$ cat config.mk
export PLATFORM = sky130hd
export DESIGN_NAME = sams_top
export DESIGN_NICKNAME = d
export VERILOG_FILES = /design/src/rtl/sams_pkg.sv /design/src/rtl/sams_pin_sync.sv /design/src/rtl/sams_top.sv
export SDC_FILE = /design/constraint.sdc
export NUM_CORES = 1
export LEC_CHECK = 0
export BUFFER_PORTS_ARGS = -buffer_cell sky130_fd_sc_hd__buf_2
export CAP_MARGIN = 20
export CORE_ASPECT_RATIO = 0.7
export CORE_UTILIZATION = 45
export CTS_BUF_LIST = sky130_fd_sc_hd__clkbuf_8
export DETAILED_ROUTE_END_ITERATION = 8
export PLACE_DENSITY = 0.7
export SYNTH_ARGS = -nofsm -noshare
export SYNTH_HDL_FRONTEND = slang
export SYNTH_SLANG_ARGS = --single-unit
$ cat constraint.sdc
create_clock -name sys_clk -period 3.5 [get_ports sys_clk]
set_clock_uncertainty 0.2 [all_clocks]
set_input_delay 0.7 -clock sys_clk [delete_from_list [all_inputs] [get_ports sys_clk]]
set_output_delay 0.7 -clock sys_clk [all_outputs]
set_load 0.02 [all_outputs]
$ cat src/rtl/sams_pkg.sv
// shared constants and carrier types for the serial converter sequencer
// assumes a single 100 MHz system clock; all link pins arrive asynchronously
package sams_pkg;
  localparam int SAMS_CLK_PERIOD_NS = 10; // system clock period
  localparam int SAMS_ON_DELAY_NS = 1000; // channel-on delay, plain default
  // least time: round up to whole cycles, never below one
  localparam int SAMS_ON_DELAY_CYC =
    (SAMS_ON_DELAY_NS + SAMS_CLK_PERIOD_NS - 1) / SAMS_CLK_PERIOD_NS;
  localparam int SAMS_RES_BITS = 12; // conversion length in link clocks
  localparam int SAMS_WORD_BITS = 4; // input word length
  localparam int SAMS_CHANNELS = 8; // widest multiplexer variant
  localparam logic [3:0] SAMS_MSB_IDX = 4'hB; // first trial bit
  localparam logic [3:0] SAMS_COPY_START = 4'h1; // copy shares the lsb
  localparam logic [3:0] SAMS_COPY_END = 4'hC; // one past the top bit
  localparam logic [4:0] SAMS_HOLD_FALL = 5'h01; // index of the 2nd fall
  localparam int SAMS_EN_POS = 3; // enable bit position in the word
  localparam int SAMS_ADDR_TOP = 2; // top address bit position
  localparam logic [11:0] SAMS_MSB_TRIAL = 12'h800; // first sar trial
  localparam logic [7:0] SAMS_ALL_OFF = 8'h00; // every channel open
  localparam logic [15:0] SAMS_CNT_W1 = 16'h0001; // counter terminal value
  localparam logic [15:0] SAMS_ON_CNT = 16'(SAMS_ON_DELAY_CYC);

  // raw pin levels, before or after the two-stage synchroniser
  typedef struct packed {
    logic sclk;
    logic mux_n;
    logic adc_n;
    logic din;
    logic comp;
    logic eight;
  } sams_pins_s;

  // one-cycle edge events found on the synchronised pins
  typedef struct packed {
    logic sclk_rise;
    logic sclk_fall;
    logic mux_fall;
    logic adc_fall;
  } sams_edges_s;

  typedef enum {
    SAMS_IDLE,
    SAMS_SAMPLE,
    SAMS_CONVERT,
    SAMS_SHIFT
  } sams_state_e;
endpackage

$ cat src/rtl/sams_pin_sync.sv
// two-stage synchroniser for every link pin, edge finder for sclk and both selects
// assumes pins are asynchronous to sys_clk; selects idle high after reset
`timescale 1ns/100ps
`default_nettype none
module sams_pin_sync (
  input wire logic sys_clk,
  input wire logic rst,
  input wire sams_pkg::sams_pins_s pins_raw,
  output sams_pkg::sams_pins_s pins_sync,
  output sams_pkg::sams_edges_s edges
);
  import sams_pkg::*;

  localparam sams_pins_s PINS_IDLE = '{sclk: 1'b0, mux_n: 1'b1, adc_n: 1'b1,
                                       din: 1'b0, comp: 1'b0, eight: 1'b0};

  sams_pins_s meta_reg; // first stage, read only by the second stage
  sams_pins_s sync_reg; // second stage, safe to use
  sams_pins_s last_reg; // previous synced value for edge finding
  sams_pins_s meta_next;
  sams_pins_s sync_next;
  sams_pins_s last_next;

  // next values: plain shift through three stages
  always_comb begin
    meta_next = pins_raw;
    sync_next = meta_reg;
    last_next = sync_reg;
  end

  // registers only; selects reset high so no false falling edge appears
  always_ff @(posedge sys_clk or posedge rst) begin
    if (rst) begin
      meta_reg <= PINS_IDLE;
      sync_reg <= PINS_IDLE;
      last_reg <= PINS_IDLE;
    end else begin
      meta_reg <= meta_next;
      sync_reg <= sync_next;
      last_reg <= last_next;
    end
  end

  assign pins_sync = sync_reg;
  // edges compare second and third stages, never the first
  assign edges.sclk_rise = sync_reg.sclk & ~last_reg.sclk;
  assign edges.sclk_fall = ~sync_reg.sclk & last_reg.sclk;
  assign edges.mux_fall = ~sync_reg.mux_n & last_reg.mux_n;
  assign edges.adc_fall = ~sync_reg.adc_n & last_reg.adc_n;
endmodule
`default_nettype wire

$ cat src/rtl/sams_top.sv
// digital sequencer of a multichannel 12-bit sampling converter
// assumes the host makes sclk (at most sys_clk/8) and both selects;
// the analog comparator reports input above dac code on comparator_high
//
// Contract
// - three bits after enable form channel address
// - conversion measured against negative common input
// - four-channel: enable low off, else low two; code turns all off when the top address bit is set
// - eight-channel: enable low off, else binary three
// - unipolar straight binary, zero volts all zeros
// - shared wire driven before sixth falling clock
// - mux and converter selects work independently
// - end of conversion powers down; lsb copy, zeros
// - select high: converter off, word still shifts
// - sample opens after on delay, closes 2nd fall
// - 2nd fall: hold, common input, twelve clocks
// - sample lasts at least one and half clocks
// - launch on falling clock, capture on rising
// - shift four bits on rising clock, keep last
// - first held bit is enable, then address
// - one null bit before the result
`timescale 1ns/100ps
`default_nettype none
module sams_top (
  input wire logic sys_clk,
  input wire logic rst,
  input wire logic sclk,
  input wire logic mux_select_n,
  input wire logic converter_select_n,
  input wire logic data_in,
  input wire logic comparator_high,
  input wire logic eight_channel,
  output logic [7:0] channel_on,
  output logic sample_switch,
  output logic hold_to_common,
  output logic [11:0] dac_code,
  output logic converter_power,
  output logic reference_load,
  output logic data_out,
  output logic data_oe,
  output logic [11:0] result,
  output logic result_valid
);
  import sams_pkg::*;

  sams_pins_s pins_raw; // raw pin bundle
  sams_pins_s pins; // synchronised levels
  sams_edges_s edges; // one-cycle edge events

  // decode enable and address into one-hot channel switches
  function automatic logic [7:0] chan_decode(input logic [3:0] word,
                                             input logic eight);
    logic [7:0] hot;
    hot = SAMS_ALL_OFF;
    if (!word[SAMS_EN_POS]) begin
      hot = SAMS_ALL_OFF; // enable low: all off, address ignored
    end else if (eight) begin
      hot[word[2:0]] = 1'b1; // plain binary of three bits
    end else if (!word[SAMS_ADDR_TOP]) begin
      hot[word[2:0]] = 1'b1; // top bit zero picks 0..3
    end else begin
      hot = SAMS_ALL_OFF; // no such channel on the small variant
    end
    return hot;
  endfunction

  // down counter step shared by both on-delay timers
  function automatic logic [15:0] cnt_step(input logic [15:0] cnt);
    return (cnt > SAMS_CNT_W1) ? 16'(cnt - SAMS_CNT_W1) : SAMS_CNT_W1;
  endfunction

  assign pins_raw = '{sclk: sclk, mux_n: mux_select_n, adc_n: converter_select_n,
                      din: data_in, comp: comparator_high, eight: eight_channel};

  // every pin passes two flip-flops before logic reads it
  sams_pin_sync u_sync (
    .sys_clk(sys_clk),
    .rst(rst),
    .pins_raw(pins_raw),
    .pins_sync(pins),
    .edges(edges)
  );

  // multiplexer side state
  logic [3:0] word_reg; // channel word shift register
  logic [3:0] word_next;
  logic [7:0] chan_reg; // channel switches
  logic [7:0] chan_next;
  logic [15:0] mux_cnt_reg; // channel-on delay count
  logic [15:0] mux_cnt_next;
  logic mux_wait_reg; // break-before-make in progress
  logic mux_wait_next;

  // mux next state: shift while deselected, switch after on delay
  always_comb begin
    word_next = word_reg;
    chan_next = chan_reg;
    mux_cnt_next = mux_cnt_reg;
    mux_wait_next = mux_wait_reg;
    if (pins.mux_n && edges.sclk_rise) begin
      // capture on rising clock, newest bit enters the bottom
      word_next = {word_reg[2:0], pins.din};
    end
    if (edges.mux_fall) begin
      // all channels open first so two never touch, then wait
      chan_next = SAMS_ALL_OFF;
      mux_cnt_next = SAMS_ON_CNT;
      mux_wait_next = 1'b1;
    end else if (mux_wait_reg) begin
      mux_cnt_next = cnt_step(mux_cnt_reg);
      if (mux_cnt_reg == SAMS_CNT_W1) begin
        // oldest bit is enable, the next three are the address
        chan_next = chan_decode(word_reg, pins.eight);
        mux_wait_next = 1'b0;
      end
    end
  end

  // mux registers; channel stays on until the next select fall
  always_ff @(posedge sys_clk or posedge rst) begin
    if (rst) begin
      word_reg <= 4'h0;
      chan_reg <= SAMS_ALL_OFF;
      mux_cnt_reg <= SAMS_CNT_W1;
      mux_wait_reg <= 1'b0;
    end else begin
      word_reg <= word_next;
      chan_reg <= chan_next;
      mux_cnt_reg <= mux_cnt_next;
      mux_wait_reg <= mux_wait_next;
    end
  end

  // converter side state
  sams_state_e state_reg; // converter phase
  sams_state_e state_next;
  logic [15:0] adc_cnt_reg; // sample window opening delay
  logic [15:0] adc_cnt_next;
  logic open_reg; // sample window open
  logic open_next;
  logic [4:0] fall_reg; // falling clocks seen while sampling
  logic [4:0] fall_next;
  logic [11:0] sar_reg; // successive approximation code
  logic [11:0] sar_next;
  logic [3:0] idx_reg; // trial bit, later copy index
  logic [3:0] idx_next;
  logic [11:0] res_reg; // finished result
  logic [11:0] res_next;
  logic valid_reg; // one-cycle result strobe
  logic valid_next;
  logic dout_reg; // serial output bit
  logic dout_next;
  logic oe_reg; // serial output drive
  logic oe_next;
  logic keep_bit; // comparator verdict for the trial bit
  logic [11:0] sar_kept; // code with the verdict applied

  // converter next state
  always_comb begin
    state_next = state_reg;
    adc_cnt_next = adc_cnt_reg;
    open_next = open_reg;
    fall_next = fall_reg;
    sar_next = sar_reg;
    idx_next = idx_reg;
    res_next = res_reg;
    valid_next = 1'b0;
    dout_next = dout_reg;
    oe_next = oe_reg;
    // input above dac keeps the bit: straight binary code
    keep_bit = pins.comp;
    sar_kept = keep_bit ? sar_reg : (sar_reg & ~(12'h001 << idx_reg));
    if (pins.adc_n) begin
      // deselected: converter fully off, wire released
      state_next = SAMS_IDLE;
      open_next = 1'b0;
      fall_next = 5'h00;
      dout_next = 1'b0;
      oe_next = 1'b0;
    end else begin
      case (state_reg)
        SAMS_IDLE: begin
          if (edges.adc_fall) begin
            state_next = SAMS_SAMPLE;
            adc_cnt_next = SAMS_ON_CNT;
            open_next = 1'b0;
            fall_next = 5'h00;
          end
        end
        SAMS_SAMPLE: begin
          if (!open_reg) begin
            adc_cnt_next = cnt_step(adc_cnt_reg);
            // window opens one on delay after the select fall
            open_next = (adc_cnt_reg == SAMS_CNT_W1);
          end
          if (edges.sclk_fall) begin
            fall_next = 5'(fall_reg + 5'h01);
            // first falling clock takes the wire, well before the sixth
            oe_next = 1'b1;
            dout_next = 1'b0;
            if (fall_reg == SAMS_HOLD_FALL) begin
              // second fall ends sampling after at least 1.5 clocks
              state_next = SAMS_CONVERT;
              open_next = 1'b0;
              sar_next = SAMS_MSB_TRIAL;
              idx_next = SAMS_MSB_IDX;
              dout_next = 1'b0; // null bit ahead of the result
            end
          end
        end
        SAMS_CONVERT: begin
          if (edges.sclk_fall) begin
            // decide one bit per link clock, launch it msb first
            dout_next = keep_bit; // launched on the falling clock
            if (idx_reg == 4'h0) begin
              state_next = SAMS_SHIFT;
              sar_next = sar_kept;
              res_next = sar_kept;
              valid_next = 1'b1;
              idx_next = SAMS_COPY_START;
            end else begin
              sar_next = sar_kept | (12'h001 << (idx_reg - 4'h1));
              idx_next = 4'(idx_reg - 4'h1);
            end
          end
        end
        SAMS_SHIFT: begin
          if (edges.sclk_fall) begin
            // powered down; lsb-first copy then zeros while clocked
            if (idx_reg < SAMS_COPY_END) begin
              dout_next = res_reg[idx_reg];
              idx_next = 4'(idx_reg + 4'h1);
            end else begin
              dout_next = 1'b0;
            end
          end
        end
        default: begin
          state_next = SAMS_IDLE;
        end
      endcase
    end
  end

  // converter registers; select high is the only reset the link gives
  always_ff @(posedge sys_clk or posedge rst) begin
    if (rst) begin
      state_reg <= SAMS_IDLE;
      adc_cnt_reg <= SAMS_CNT_W1;
      open_reg <= 1'b0;
      fall_reg <= 5'h00;
      sar_reg <= 12'h000;
      idx_reg <= 4'h0;
      res_reg <= 12'h000;
      valid_reg <= 1'b0;
      dout_reg <= 1'b0;
      oe_reg <= 1'b0;
    end else begin
      state_reg <= state_next;
      adc_cnt_reg <= adc_cnt_next;
      open_reg <= open_next;
      fall_reg <= fall_next;
      sar_reg <= sar_next;
      idx_reg <= idx_next;
      res_reg <= res_next;
      valid_reg <= valid_next;
      dout_reg <= dout_next;
      oe_reg <= oe_next;
    end
  end

  // analog controls follow the registered phase
  assign channel_on = chan_reg;
  assign sample_switch = (state_reg == SAMS_SAMPLE) && open_reg;
  // sampling cap rests on the common input during conversion
  assign hold_to_common = (state_reg == SAMS_CONVERT);
  assign dac_code = sar_reg;
  // comparator, bias and reference load only while sampling or converting
  assign converter_power = (state_reg == SAMS_SAMPLE) || (state_reg == SAMS_CONVERT);
  assign reference_load = converter_power;
  assign data_out = dout_reg;
  assign data_oe = oe_reg;
  assign result = res_reg;
  assign result_valid = valid_reg;
endmodule
`default_nettype wire

==> qor_table.md, run 1 <==
| Result | Value | Unit |
|:---|:---|:---|
| Outcome | complete, no violations | - |
| CTS tree | done | - |
| Vias | 4,286 | - |
| Starting Density | 0.4639 | - |
| Routed length on met1 | 5.972 | mm |
| Clock period minus final worst setup slack | 2.865 | ns |
| Final estimated routing congestion in global placement | 0.8657 | - |
| Type of the setup path with the least slack | flop to flop | - |
| Class of the worst hold path | primary input to async pin | - |
| Post-CTS Hold Buffers | 0 | - |
| Critical path, cell by cell | inv_1, ha_1, or3b_2, or2_1, nand2_1, o21ai_0 | - |
| Number of enable flip-flop cells after synthesis | 0 | - |
| Final WL | 12.04 | mm |
| Final worst setup slack | 0.6352 | ns |
| Post-synth design cell area | 5126 | sq um |
| FFs w/ async S/R, synth | 1.000 | - |
| Number of antenna violations at the first check in global routing | 0 | - |
| Global-route wire length before repair | 20.38 | mm |
| Post-route fraction of the period consumed by the critical path | 0.8185 | - |
| Average detailed-routed wire length per instance | 16.16 | microns |
| Number of cells in the design after placement | 729 | - |
| Synthesized Nets | 577 | - |
| Number of global-route vias before repair | 4,021 | - |
| Flops & latches, synth | 99 | - |
| Area Overhead vs Synth | 10.64 | % |
| Critical path's largest stage delay | 0.58 | ns |
| Site Rows | 32 | - |
| Area taken by flip-flops and latches | 2487 | sq um |
| Most instantiated flip-flop cell in the synthesis netlist | sky130_fd_sc_hd__dfrtp_1 | - |
| CTS Buf Count | 9 | - |
| Synthesized-area fraction occupied by ao, oa, aoi and oai cells | 0.1806 | - |
| Final sum of negative setup slack | 0 | ns |
| Most frequent cells in the layout | sky130_fd_sc_hd__dfrtp_1, sky130_fd_sc_hd__o21ai_0, sky130_fd_sc_hd__nand2_1, sky130_fd_sc_hd__buf_2, sky130_fd_sc_hd__nor2_1 | - |
| CTS H-Tree Depth | 3 | - |
| DRC violation count after routing | 0 | - |
| Number of buffers inserted by post-CTS setup repair | 0 | - |
| Clock insertion delay at the later pin of the skew report | 0.38 | ns |
| CP endpoint kind | flop | - |
| Antenna diodes | 0 | - |
| Maximum root-to-sink buffer count | 2 | - |
| Total non-filler cell area in the finished layout | 5672 | sq um |
| Tot GR Track Use | 0.2193 | - |
| Final #Nets | 613 | - |
| Clock transition at path regs | 0.11 | ns |
| Avg Synthesized Cell Area | 9.303 | sq um |
| Resized Gates After CTS | 0 | - |
| Slew Viols, Final | 0 | - |
| Total of warnings raised by yosys | 0 | - |
| Crit start category | flop | - |
| Cell with the largest stage delay on the worst path | sky130_fd_sc_hd__dfrtp_1 | - |
| I/O Pins | 47 | - |
| Post-Synth Simple-Gate Area | 0.2097 | - |
| Main combinational cell family by area after synthesis | simple AND/OR/NAND/NOR gates | - |
| DRT iter0 DRCs | 395 | - |
| Total power | 3.205 | mW |
| Data required time of the critical path | 3.54 | ns |
| Max-slew headroom | 0.4187 | - |
| P per Cell Area | 565.1 | nW/um^2 |
| Fill count | 1,015 | - |
| Via density | 5.753 | - |
| Highest routing layer actually used | met4 | - |
| ANT nets after route | 0 | - |
| Worst slack at placement | 0.6592 | ns |
| Proportion of synthesized area in mux cells | 0.02856 | - |
| Area taken by multi-input logic gates | 2442 | sq um |
| Standby leakage power | 2.561 | nW |
| Setup repair after global routing missed its margin | false | - |
| Chip height | 91.30 | microns |
| Hold violation total from the final report | 0 | - |
| Num Clock Sinks | 99 | - |
| Area of the die | 11,830 | sq um |
| Sequential element share of the synthesized area | 0.4852 | - |
| Share of layout cells above drive strength 1 | 0.1520 | - |
| Leading cell type in the layout, fill and taps excluded | sky130_fd_sc_hd__dfrtp_1 | - |
| Length of the first detailed-routing pass in iterations | 5 | - |
| Post-Synthesis Cells | 551 | - |
| Finish-stage setup viols | 0 | - |
| Largest fanout on the critical path | 25 | - |
| Distinct cell type count after synthesis | 67 | - |
| Cell area after placement | 5483 | sq um |
| Pin slew with the least headroom to its limit | 0.8700 | ns |
| Worst voltage drop across the vdd grid | 0.2609 | mV |
| Reported max-cap violation count | 0 | - |
| Post-Synth Adder-Cell Area | 0.04393 | - |
| Synth Area in XOR/XNOR | 0.01367 | - |
| Detailed placement HPWL | 8.526 | mm |
| Peak clock frequency supported by timing | 0.3491 | GHz |
| Die width | 129.6 | microns |
| Clock root cell | sky130_fd_sc_hd__clkbuf_8 | - |
| Worst path arrival time | 2.90 | ns |
| Total length of routed met2 wires | 5.279 | mm |
| Pin count of the biggest net entering global routing | 45 | - |
| Number of non-filler instances in the completed layout | 745 | - |
| Port bufs | 46 | - |
| Core Area | 11,050 | sq um |
| Routed wl met3 | 625 | microns |
| Residual overflow from global routing | 0 | - |
==> per-stage QoR <==
step	hold slack [ns]	util
5_1_grt	0.1646	0.5132
4_1_cts	0.1629	0.5132
3_5_place_dp	0.1365	0.4962
2_1_floorplan	0.1312	-
3_3_place_gp	0.1334	0.4962
6_report	0.1582	0.5132
==> synth_stat cells, types with 5 or more instances <==
| library cell | number | area [sq um] |
|---|---|---|
| sky130_fd_sc_hd__dfstp_2 | 8 | 210.2 |
| sky130_fd_sc_hd__a21oi_1 | 34 | 170.2 |
| sky130_fd_sc_hd__ha_1 | 18 | 225.2 |
| sky130_fd_sc_hd__a31oi_1 | 6 | 37.54 |
| sky130_fd_sc_hd__clkbuf_1 | 21 | 78.83 |
| sky130_fd_sc_hd__mux2i_1 | 9 | 90.09 |
| sky130_fd_sc_hd__or3_1 | 9 | 56.30 |
| sky130_fd_sc_hd__nand4_1 | 5 | 31.28 |
| sky130_fd_sc_hd__inv_1 | 21 | 78.83 |
| sky130_fd_sc_hd__xnor2_1 | 6 | 52.55 |
| sky130_fd_sc_hd__nor2b_1 | 5 | 31.28 |
| sky130_fd_sc_hd__nor3_1 | 22 | 110.1 |
| sky130_fd_sc_hd__nor2_1 | 42 | 157.7 |
| sky130_fd_sc_hd__dfrtp_1 | 91 | 2277 |
| sky130_fd_sc_hd__mux2_2 | 5 | 56.30 |
| sky130_fd_sc_hd__and2_1 | 5 | 31.28 |
| sky130_fd_sc_hd__nand3_1 | 20 | 100.1 |
| sky130_fd_sc_hd__o31ai_1 | 5 | 37.54 |
| sky130_fd_sc_hd__nand3b_1 | 5 | 37.54 |
| sky130_fd_sc_hd__nand2_1 | 62 | 232.7 |
| sky130_fd_sc_hd__o21ai_0 | 63 | 315.3 |
| sky130_fd_sc_hd__a21o_1 | 5 | 37.54 |
| sky130_fd_sc_hd__nand2b_1 | 7 | 43.79 |
| sky130_fd_sc_hd__nor4_1 | 11 | 68.82 |
==> final cells by class <==
type                    instances  area share
clock inverters                 7     0.01147
flip-flops and latches         99      0.4386
clock buffers                   9     0.02184
well taps                     153     0.03375
multi-input cells             405      0.4306
repair buffers                 51     0.04942
inverters                      21     0.01434
==> cells by family after synthesis <==
kind of cell    Yosys count
fa+ha+maj                18
xor+xnor                  8
flops                    99
simple gates            213
compound gates          152
buf+inv                  47
mux                      14
==> power by group <==
group,internal [mW],switching (mW)
Combinational,0.374,0.603
Sequential,1.29,0.215
Clock,0.277,0.444
Total,1.94,1.26
==> routing by layer <==
metal,track usage,vias up
li1,-,2063
met3,0.04184,13
met5,0,-
met1,0.3364,2065
met4,0.06492,0
met2,0.3093,145
==> worst paths after layout <==
path / from / end / slack (ns) / cells past startpoint
min in group sys_clk: u_sync.meta_reg[0] / u_sync.pins_sync[0] / 0.16 / 0
worst min register to register: u_sync.meta_reg[0] / u_sync.pins_sync[0] / 0.16 / 0
worst max-delay path: idx_reg[1] / result[5] / 0.64 / 6
worst min-delay path: rst / adc_cnt_reg[11] / 0.16 / 2
max in group asynchronous: rst / mux_cnt_reg[14] / 2.23 / 3
worst max register to register: idx_reg[1] / result[5] / 0.64 / 6
==> worst max-delay path: cells and delay by family, from the launching register on <==
| family | cells | cell delay (ns) |
|---|---|---|
| compound gates | 1 | 0.10 |
| fa+ha+maj | 1 | 0.39 |
| buf+inv | 1 | 0.23 |
| simple gates | 3 | 1.21 |
| flops | 1 | 0.58 |
Power figures use the tool's default switching activity.
==> run 2: changes to the inputs <==
--- a/config.mk
+++ b/config.mk
@@ -11,7 +11,7 @@
 export CORE_UTILIZATION = 45
 export CTS_BUF_LIST = sky130_fd_sc_hd__clkbuf_8
 export DETAILED_ROUTE_END_ITERATION = 8
-export PLACE_DENSITY = 0.7
+export PLACE_DENSITY = 0.67
 export SYNTH_ARGS = -nofsm -noshare
 export SYNTH_HDL_FRONTEND = slang
 export SYNTH_SLANG_ARGS = --single-unit
==> constraint.sdc (replaced) <==
create_clock -name sys_clk -period 2.64 [get_ports sys_clk]
set_clock_uncertainty 0.2 [all_clocks]
set_input_delay 0.528 -clock sys_clk [delete_from_list [all_inputs] [get_ports sys_clk]]
set_output_delay 0.528 -clock sys_clk [all_outputs]
set_load 0.02 [all_outputs]
==> qor_table.md, run 2 (synthesis results as in run 1) <==
| Result | Value | Unit |
|:---|:---|:---|
| Outcome | complete, no violations | - |
| Pin slew with the least headroom to its limit | 0.6709 | ns |
| Post-route fraction of the period consumed by the critical path | 0.9148 | - |
| Peak clock frequency supported by timing | 0.4141 | GHz |
| Leading cell type in the layout, fill and taps excluded | sky130_fd_sc_hd__dfrtp_1 | - |
| Post-CTS Hold Buffers | 0 | - |
| Area of the die | 11,830 | sq um |
| P per Cell Area | 754.7 | nW/um^2 |
| Via density | 5.747 | - |
| Length of the first detailed-routing pass in iterations | 5 | - |
| Global-route wire length before repair | 20.64 | mm |
| Largest fanout on the critical path | 12 | - |
| Crit start category | flop | - |
| CTS H-Tree Depth | 3 | - |
| Data required time of the critical path | 2.71 | ns |
| Tot GR Track Use | 0.2226 | - |
| Total non-filler cell area in the finished layout | 5822 | sq um |
| Fill count | 1,071 | - |
| Cell area after placement | 5612 | sq um |
| Final WL | 12.32 | mm |
| Number of global-route vias before repair | 4,046 | - |
| Hold violation total from the final report | 0 | - |
| Chip height | 91.30 | microns |
| Die width | 129.6 | microns |
| Smallest hold slack | 0.04057 | ns |
| Starting Density | 0.4639 | - |
| Number of buffers inserted by post-CTS setup repair | 0 | - |
| Total power | 4.394 | mW |
| Residual overflow from global routing | 0 | - |
| Reported max-cap violation count | 0 | - |
| Final #Nets | 630 | - |
| ANT nets after route | 0 | - |
| Maximum root-to-sink buffer count | 2 | - |
| Class of the worst hold path | primary input to flop | - |
| Antenna diodes | 0 | - |
| I/O Pins | 47 | - |
| Area Overhead vs Synth | 13.57 | % |
| CTS tree | done | - |
| Clock period minus final worst setup slack | 2.415 | ns |
| Standby leakage power | 2.646 | nW |
| Worst voltage drop across the vdd grid | 0.2839 | mV |
| Final estimated routing congestion in global placement | 0.8668 | - |
| Pin count of the biggest net entering global routing | 100 | - |
| CTS Buf Count | 9 | - |
| Number of antenna violations at the first check in global routing | 0 | - |
| Setup repair after global routing missed its margin | false | - |
| Worst slack at placement | 0.2443 | ns |
| Max-slew headroom | 0.5486 | - |
| Share of layout cells above drive strength 1 | 0.1773 | - |
| Core Area | 11,050 | sq um |
| Average detailed-routed wire length per instance | 16.17 | microns |
| Site Rows | 32 | - |
| Slew Viols, Final | 0 | - |
| Clock root cell | sky130_fd_sc_hd__clkbuf_8 | - |
| Finish-stage setup viols | 0 | - |
| Vias | 4,379 | - |
| Num Clock Sinks | 99 | - |
| Most frequent cells in the layout | sky130_fd_sc_hd__dfrtp_1, sky130_fd_sc_hd__o21ai_0, sky130_fd_sc_hd__nand2_1, sky130_fd_sc_hd__buf_2, sky130_fd_sc_hd__nor2_1 | - |
| Final worst setup slack | 0.2250 | ns |
| CP endpoint kind | flop | - |
| DRC violation count after routing | 0 | - |
| Type of the setup path with the least slack | flop to flop | - |
| Port bufs | 46 | - |
| Clock insertion delay at the later pin of the skew report | 0.37 | ns |
| Resized Gates After CTS | 0 | - |
| DRT iter0 DRCs | 420 | - |
| Final sum of negative setup slack | 0 | ns |
| Worst path arrival time | 2.49 | ns |
| Clock transition at path regs | 0.11 | ns |
| Detailed placement HPWL | 8.682 | mm |
-- run 2: worst max-delay path, stage by stage, from the launching register on --
cell and delay, ns:
sky130_fd_sc_hd__dfrtp_1 0.40, sky130_fd_sc_hd__inv_1 0.10, sky130_fd_sc_hd__ha_1 0.25, sky130_fd_sc_hd__mux2i_1 0.14, sky130_fd_sc_hd__or3_1 0.52, sky130_fd_sc_hd__or2_2 0.41
sky130_fd_sc_hd__o311ai_1 0.29
-- run 2: report_power, final --
group	switching, mW	internal (mW)	leakage [nW]	total, mW
Sequential	0.218	1.71	1.27	1.93
Combinational	0.885	0.572	1.27	1.46
Clock	0.605	0.400	0.102	1.01
Total	1.71	2.69	2.65	4.39
-- run 2: layout make-up --
class / count / area [sq um] / share of cell area
flip-flops and latches: 99 / 2487 / 0.4273
multi-input cells: 405 / 2449 / 0.4206
repair buffers: 68 / 407.9 / 0.07006
well taps: 153 / 191.4 / 0.03288
clock buffers: 10 / 137.6 / 0.02364
inverters: 21 / 82.58 / 0.01418
clock inverters: 6 / 66.31 / 0.01139
-- run 2: worst paths after layout --
| check | start | endpoint | slack [ns] | depth (start not counted) |
|---|---|---|---|---|
| max in group asynchronous | rst | result[8] | 1.74 | 3 |
| setup reg to reg | state_reg[0] | adc_cnt_reg[15] | 0.23 | 6 |
| setup / recovery | state_reg[0] | adc_cnt_reg[15] | 0.23 | 6 |
| hold / removal | converter_select_n | u_sync.meta_reg[3] | 0.04 | 1 |
| hold reg to reg | u_sync.meta_reg[1] | u_sync.pins_sync[1] | 0.16 | 0 |
| min in group asynchronous | rst | adc_cnt_reg[6] | 0.08 | 3 |
-- run 2: layer usage --
layer	vias up	global-route usage	routed length [microns]
met1	2146	0.3425	6077
met2	128	0.3204	5526
met5	-	0	0
met4	0	0.04360	68
li1	2097	-	-
met3	8	0.04714	648
-- run 2: metrics by stage --
stage | std cells | util
global route | 762 | 0.5268
finish | 762 | 0.5268
detailed placement | 746 | 0.5078
global placement | 746 | 0.5078
CTS | 762 | 0.5263
floorplan | 551 | -
==> run 3: changes to the inputs <==
--- a/config.mk
+++ b/config.mk
@@ -12,6 +12,7 @@
 export CTS_BUF_LIST = sky130_fd_sc_hd__clkbuf_8
 export DETAILED_ROUTE_END_ITERATION = 8
 export PLACE_DENSITY = 0.67
+export REMOVE_ABC_BUFFERS = 1
 export SYNTH_ARGS = -nofsm -noshare
 export SYNTH_HDL_FRONTEND = slang
 export SYNTH_SLANG_ARGS = --single-unit
==> qor_table.md, run 3 (synthesis results as in run 1) <==
| Result | Value | Unit |
|:---|:---|:---|
| Max-slew headroom | 0.5192 | - |
| Fill count | 1,023 | - |
| Area Overhead vs Synth | 13.79 | % |
| DRC violation count after routing | 0 | - |
| Final #Nets | 634 | - |
| CTS H-Tree Depth | 3 | - |
| Slew Viols, Final | 0 | - |
| Fraction of the core area covered by cells at the end of the flow | 0.5279 | - |
| Antenna diodes | 0 | - |
| Global-route wire length before repair | 20.07 | mm |
| Pin slew with the least headroom to its limit | 0.7213 | ns |
| DRT iter0 DRCs | 445 | - |
| Num Clock Sinks | 99 | - |
| Data required time of the critical path | 2.68 | ns |
| Worst slack at placement | 0.2374 | ns |
| Vias | 4,311 | - |
| Number of non-filler instances in the completed layout | 766 | - |
| Post-route fraction of the period consumed by the critical path | 0.9206 | - |
| Setup crit start | state_reg[0] | - |
| Share of layout cells above drive strength 1 | 0.1794 | - |
| CTS tree | done | - |
| Site Rows | 32 | - |
| Crit start category | flop | - |
| Resized Gates After CTS | 0 | - |
| Setup repair after global routing missed its margin | false | - |
| Via density | 5.628 | - |
| Clock transition at path regs | 0.10 | ns |
| Chip height | 91.30 | microns |
| Pin count of the biggest net entering global routing | 36 | - |
| Starting Density | 0.4639 | - |
| Clock root cell | sky130_fd_sc_hd__clkbuf_8 | - |
| Class of the worst hold path | primary input to flop | - |
| Residual overflow from global routing | 0 | - |
| R2r startpoint | state_reg[0] | - |
| Number of buffers inserted by post-CTS setup repair | 0 | - |
| Hold violation total from the final report | 0 | - |
| Core Area | 11,050 | sq um |
| Most frequent cells in the layout | sky130_fd_sc_hd__dfrtp_1, sky130_fd_sc_hd__o21ai_0, sky130_fd_sc_hd__nand2_1, sky130_fd_sc_hd__buf_2, sky130_fd_sc_hd__nor2_1 | - |
| Area of the die | 11,830 | sq um |
| Maximum root-to-sink buffer count | 2 | - |
| Hold_sp | mux_select_n | - |
| CTS Buf Count | 9 | - |
| Port bufs | 46 | - |
| Post-CTS Hold Buffers | 1 | - |
| Number of cells in the design after placement | 749 | - |
| Length of the first detailed-routing pass in iterations | 5 | - |
| Peak clock frequency supported by timing | 0.4114 | GHz |
| Type of the setup path with the least slack | flop to flop | - |
| Outcome | complete, no violations | - |
| Standby leakage power | 2.666 | nW |
| Clock insertion delay at the later pin of the skew report | 0.39 | ns |
| Final estimated routing congestion in global placement | 0.9047 | - |
| Number of global-route vias before repair | 4,156 | - |
| Tot GR Track Use | 0.2164 | - |
| Reported max-cap violation count | 0 | - |
| Final WL | 11.98 | mm |
| Number of antenna violations at the first check in global routing | 0 | - |
| Final worst setup slack | 0.2095 | ns |
| CP endpoint kind | flop | - |
| Leading cell type in the layout, fill and taps excluded | sky130_fd_sc_hd__dfrtp_1 | - |
| Finish-stage setup viols | 0 | - |
| Total non-filler cell area in the finished layout | 5833 | sq um |
| Average detailed-routed wire length per instance | 15.64 | microns |
| I/O Pins | 47 | - |
| ANT nets after route | 0 | - |
| P per Cell Area | 744.0 | nW/um^2 |
| Die width | 129.6 | microns |
| Clock period minus final worst setup slack | 2.431 | ns |
| Cell area after placement | 5633 | sq um |
| Smallest hold slack | 0.02503 | ns |
| Worst voltage drop across the vdd grid | 0.2683 | mV |
| Worst path arrival time | 2.48 | ns |
| Largest fanout on the critical path | 25 | - |
| Detailed placement HPWL | 8.601 | mm |
## run 3: path summary, 6_finish.rpt
| check | cells past startpoint | to | slack (ns) |
|---|---|---|---|
| worst max-delay path | 6 | result[6] | 0.21 |
| worst min-delay path | 1 | u_sync.meta_reg[4] | 0.03 |
| worst max register to register | 6 | result[6] | 0.21 |
| worst min register to register | 0 | u_sync.pins_sync[0] | 0.16 |
| max in group asynchronous | 4 | u_sync.meta_reg[3] | 1.15 |
| min in group asynchronous | 3 | mux_cnt_reg[2] | 0.46 |
## run 3: final cells by class
class	instances	area (sq um)	area share
flip-flops and latches	99	2487	0.4264
multi-input cells	405	2442	0.4187
repair buffers	72	440.4	0.07550
well taps	153	191.4	0.03282
clock buffers	9	123.9	0.02124
inverters	21	81.33	0.01394
clock inverters	7	66.31	0.01137
## run 3: per-layer routing
metal  vias to the layer above  track usage  routed length (microns)
met5                         -            0                        0
met4                         0      0.07752                      209
met3                        21      0.05186                      672
met2                       129       0.3164                     5192
met1                      2065       0.3107                     5904
li1                       2096            -                        -
## run 3: worst max-delay path: stages (launching register included)
cell and delay [ns]:
sky130_fd_sc_hd__dfrtp_1 0.42, sky130_fd_sc_hd__inv_1 0.15, sky130_fd_sc_hd__ha_1 0.28, sky130_fd_sc_hd__or4bb_1 0.48, sky130_fd_sc_hd__or2_1 0.51, sky130_fd_sc_hd__nand2_1 0.16, sky130_fd_sc_hd__o21ai_0 0.09
## run 3: per-stage QoR
stage | setup TNS [ns] | power [mW]
6_report | 0 | 4.340
5_1_grt | 0 | 4.619
4_1_cts | 0 | 4.355
3_5_place_dp | 0 | 3.372
3_3_place_gp | 0 | 3.331
2_1_floorplan | -60.53 | 2.902
## run 3: power by group
part	switching, mW	leakage (nW)	total (mW)	internal [mW]
Sequential	0.219	1.27	1.93	1.71
Clock	0.596	0.0986	0.965	0.369
Combinational	0.879	1.29	1.44	0.564
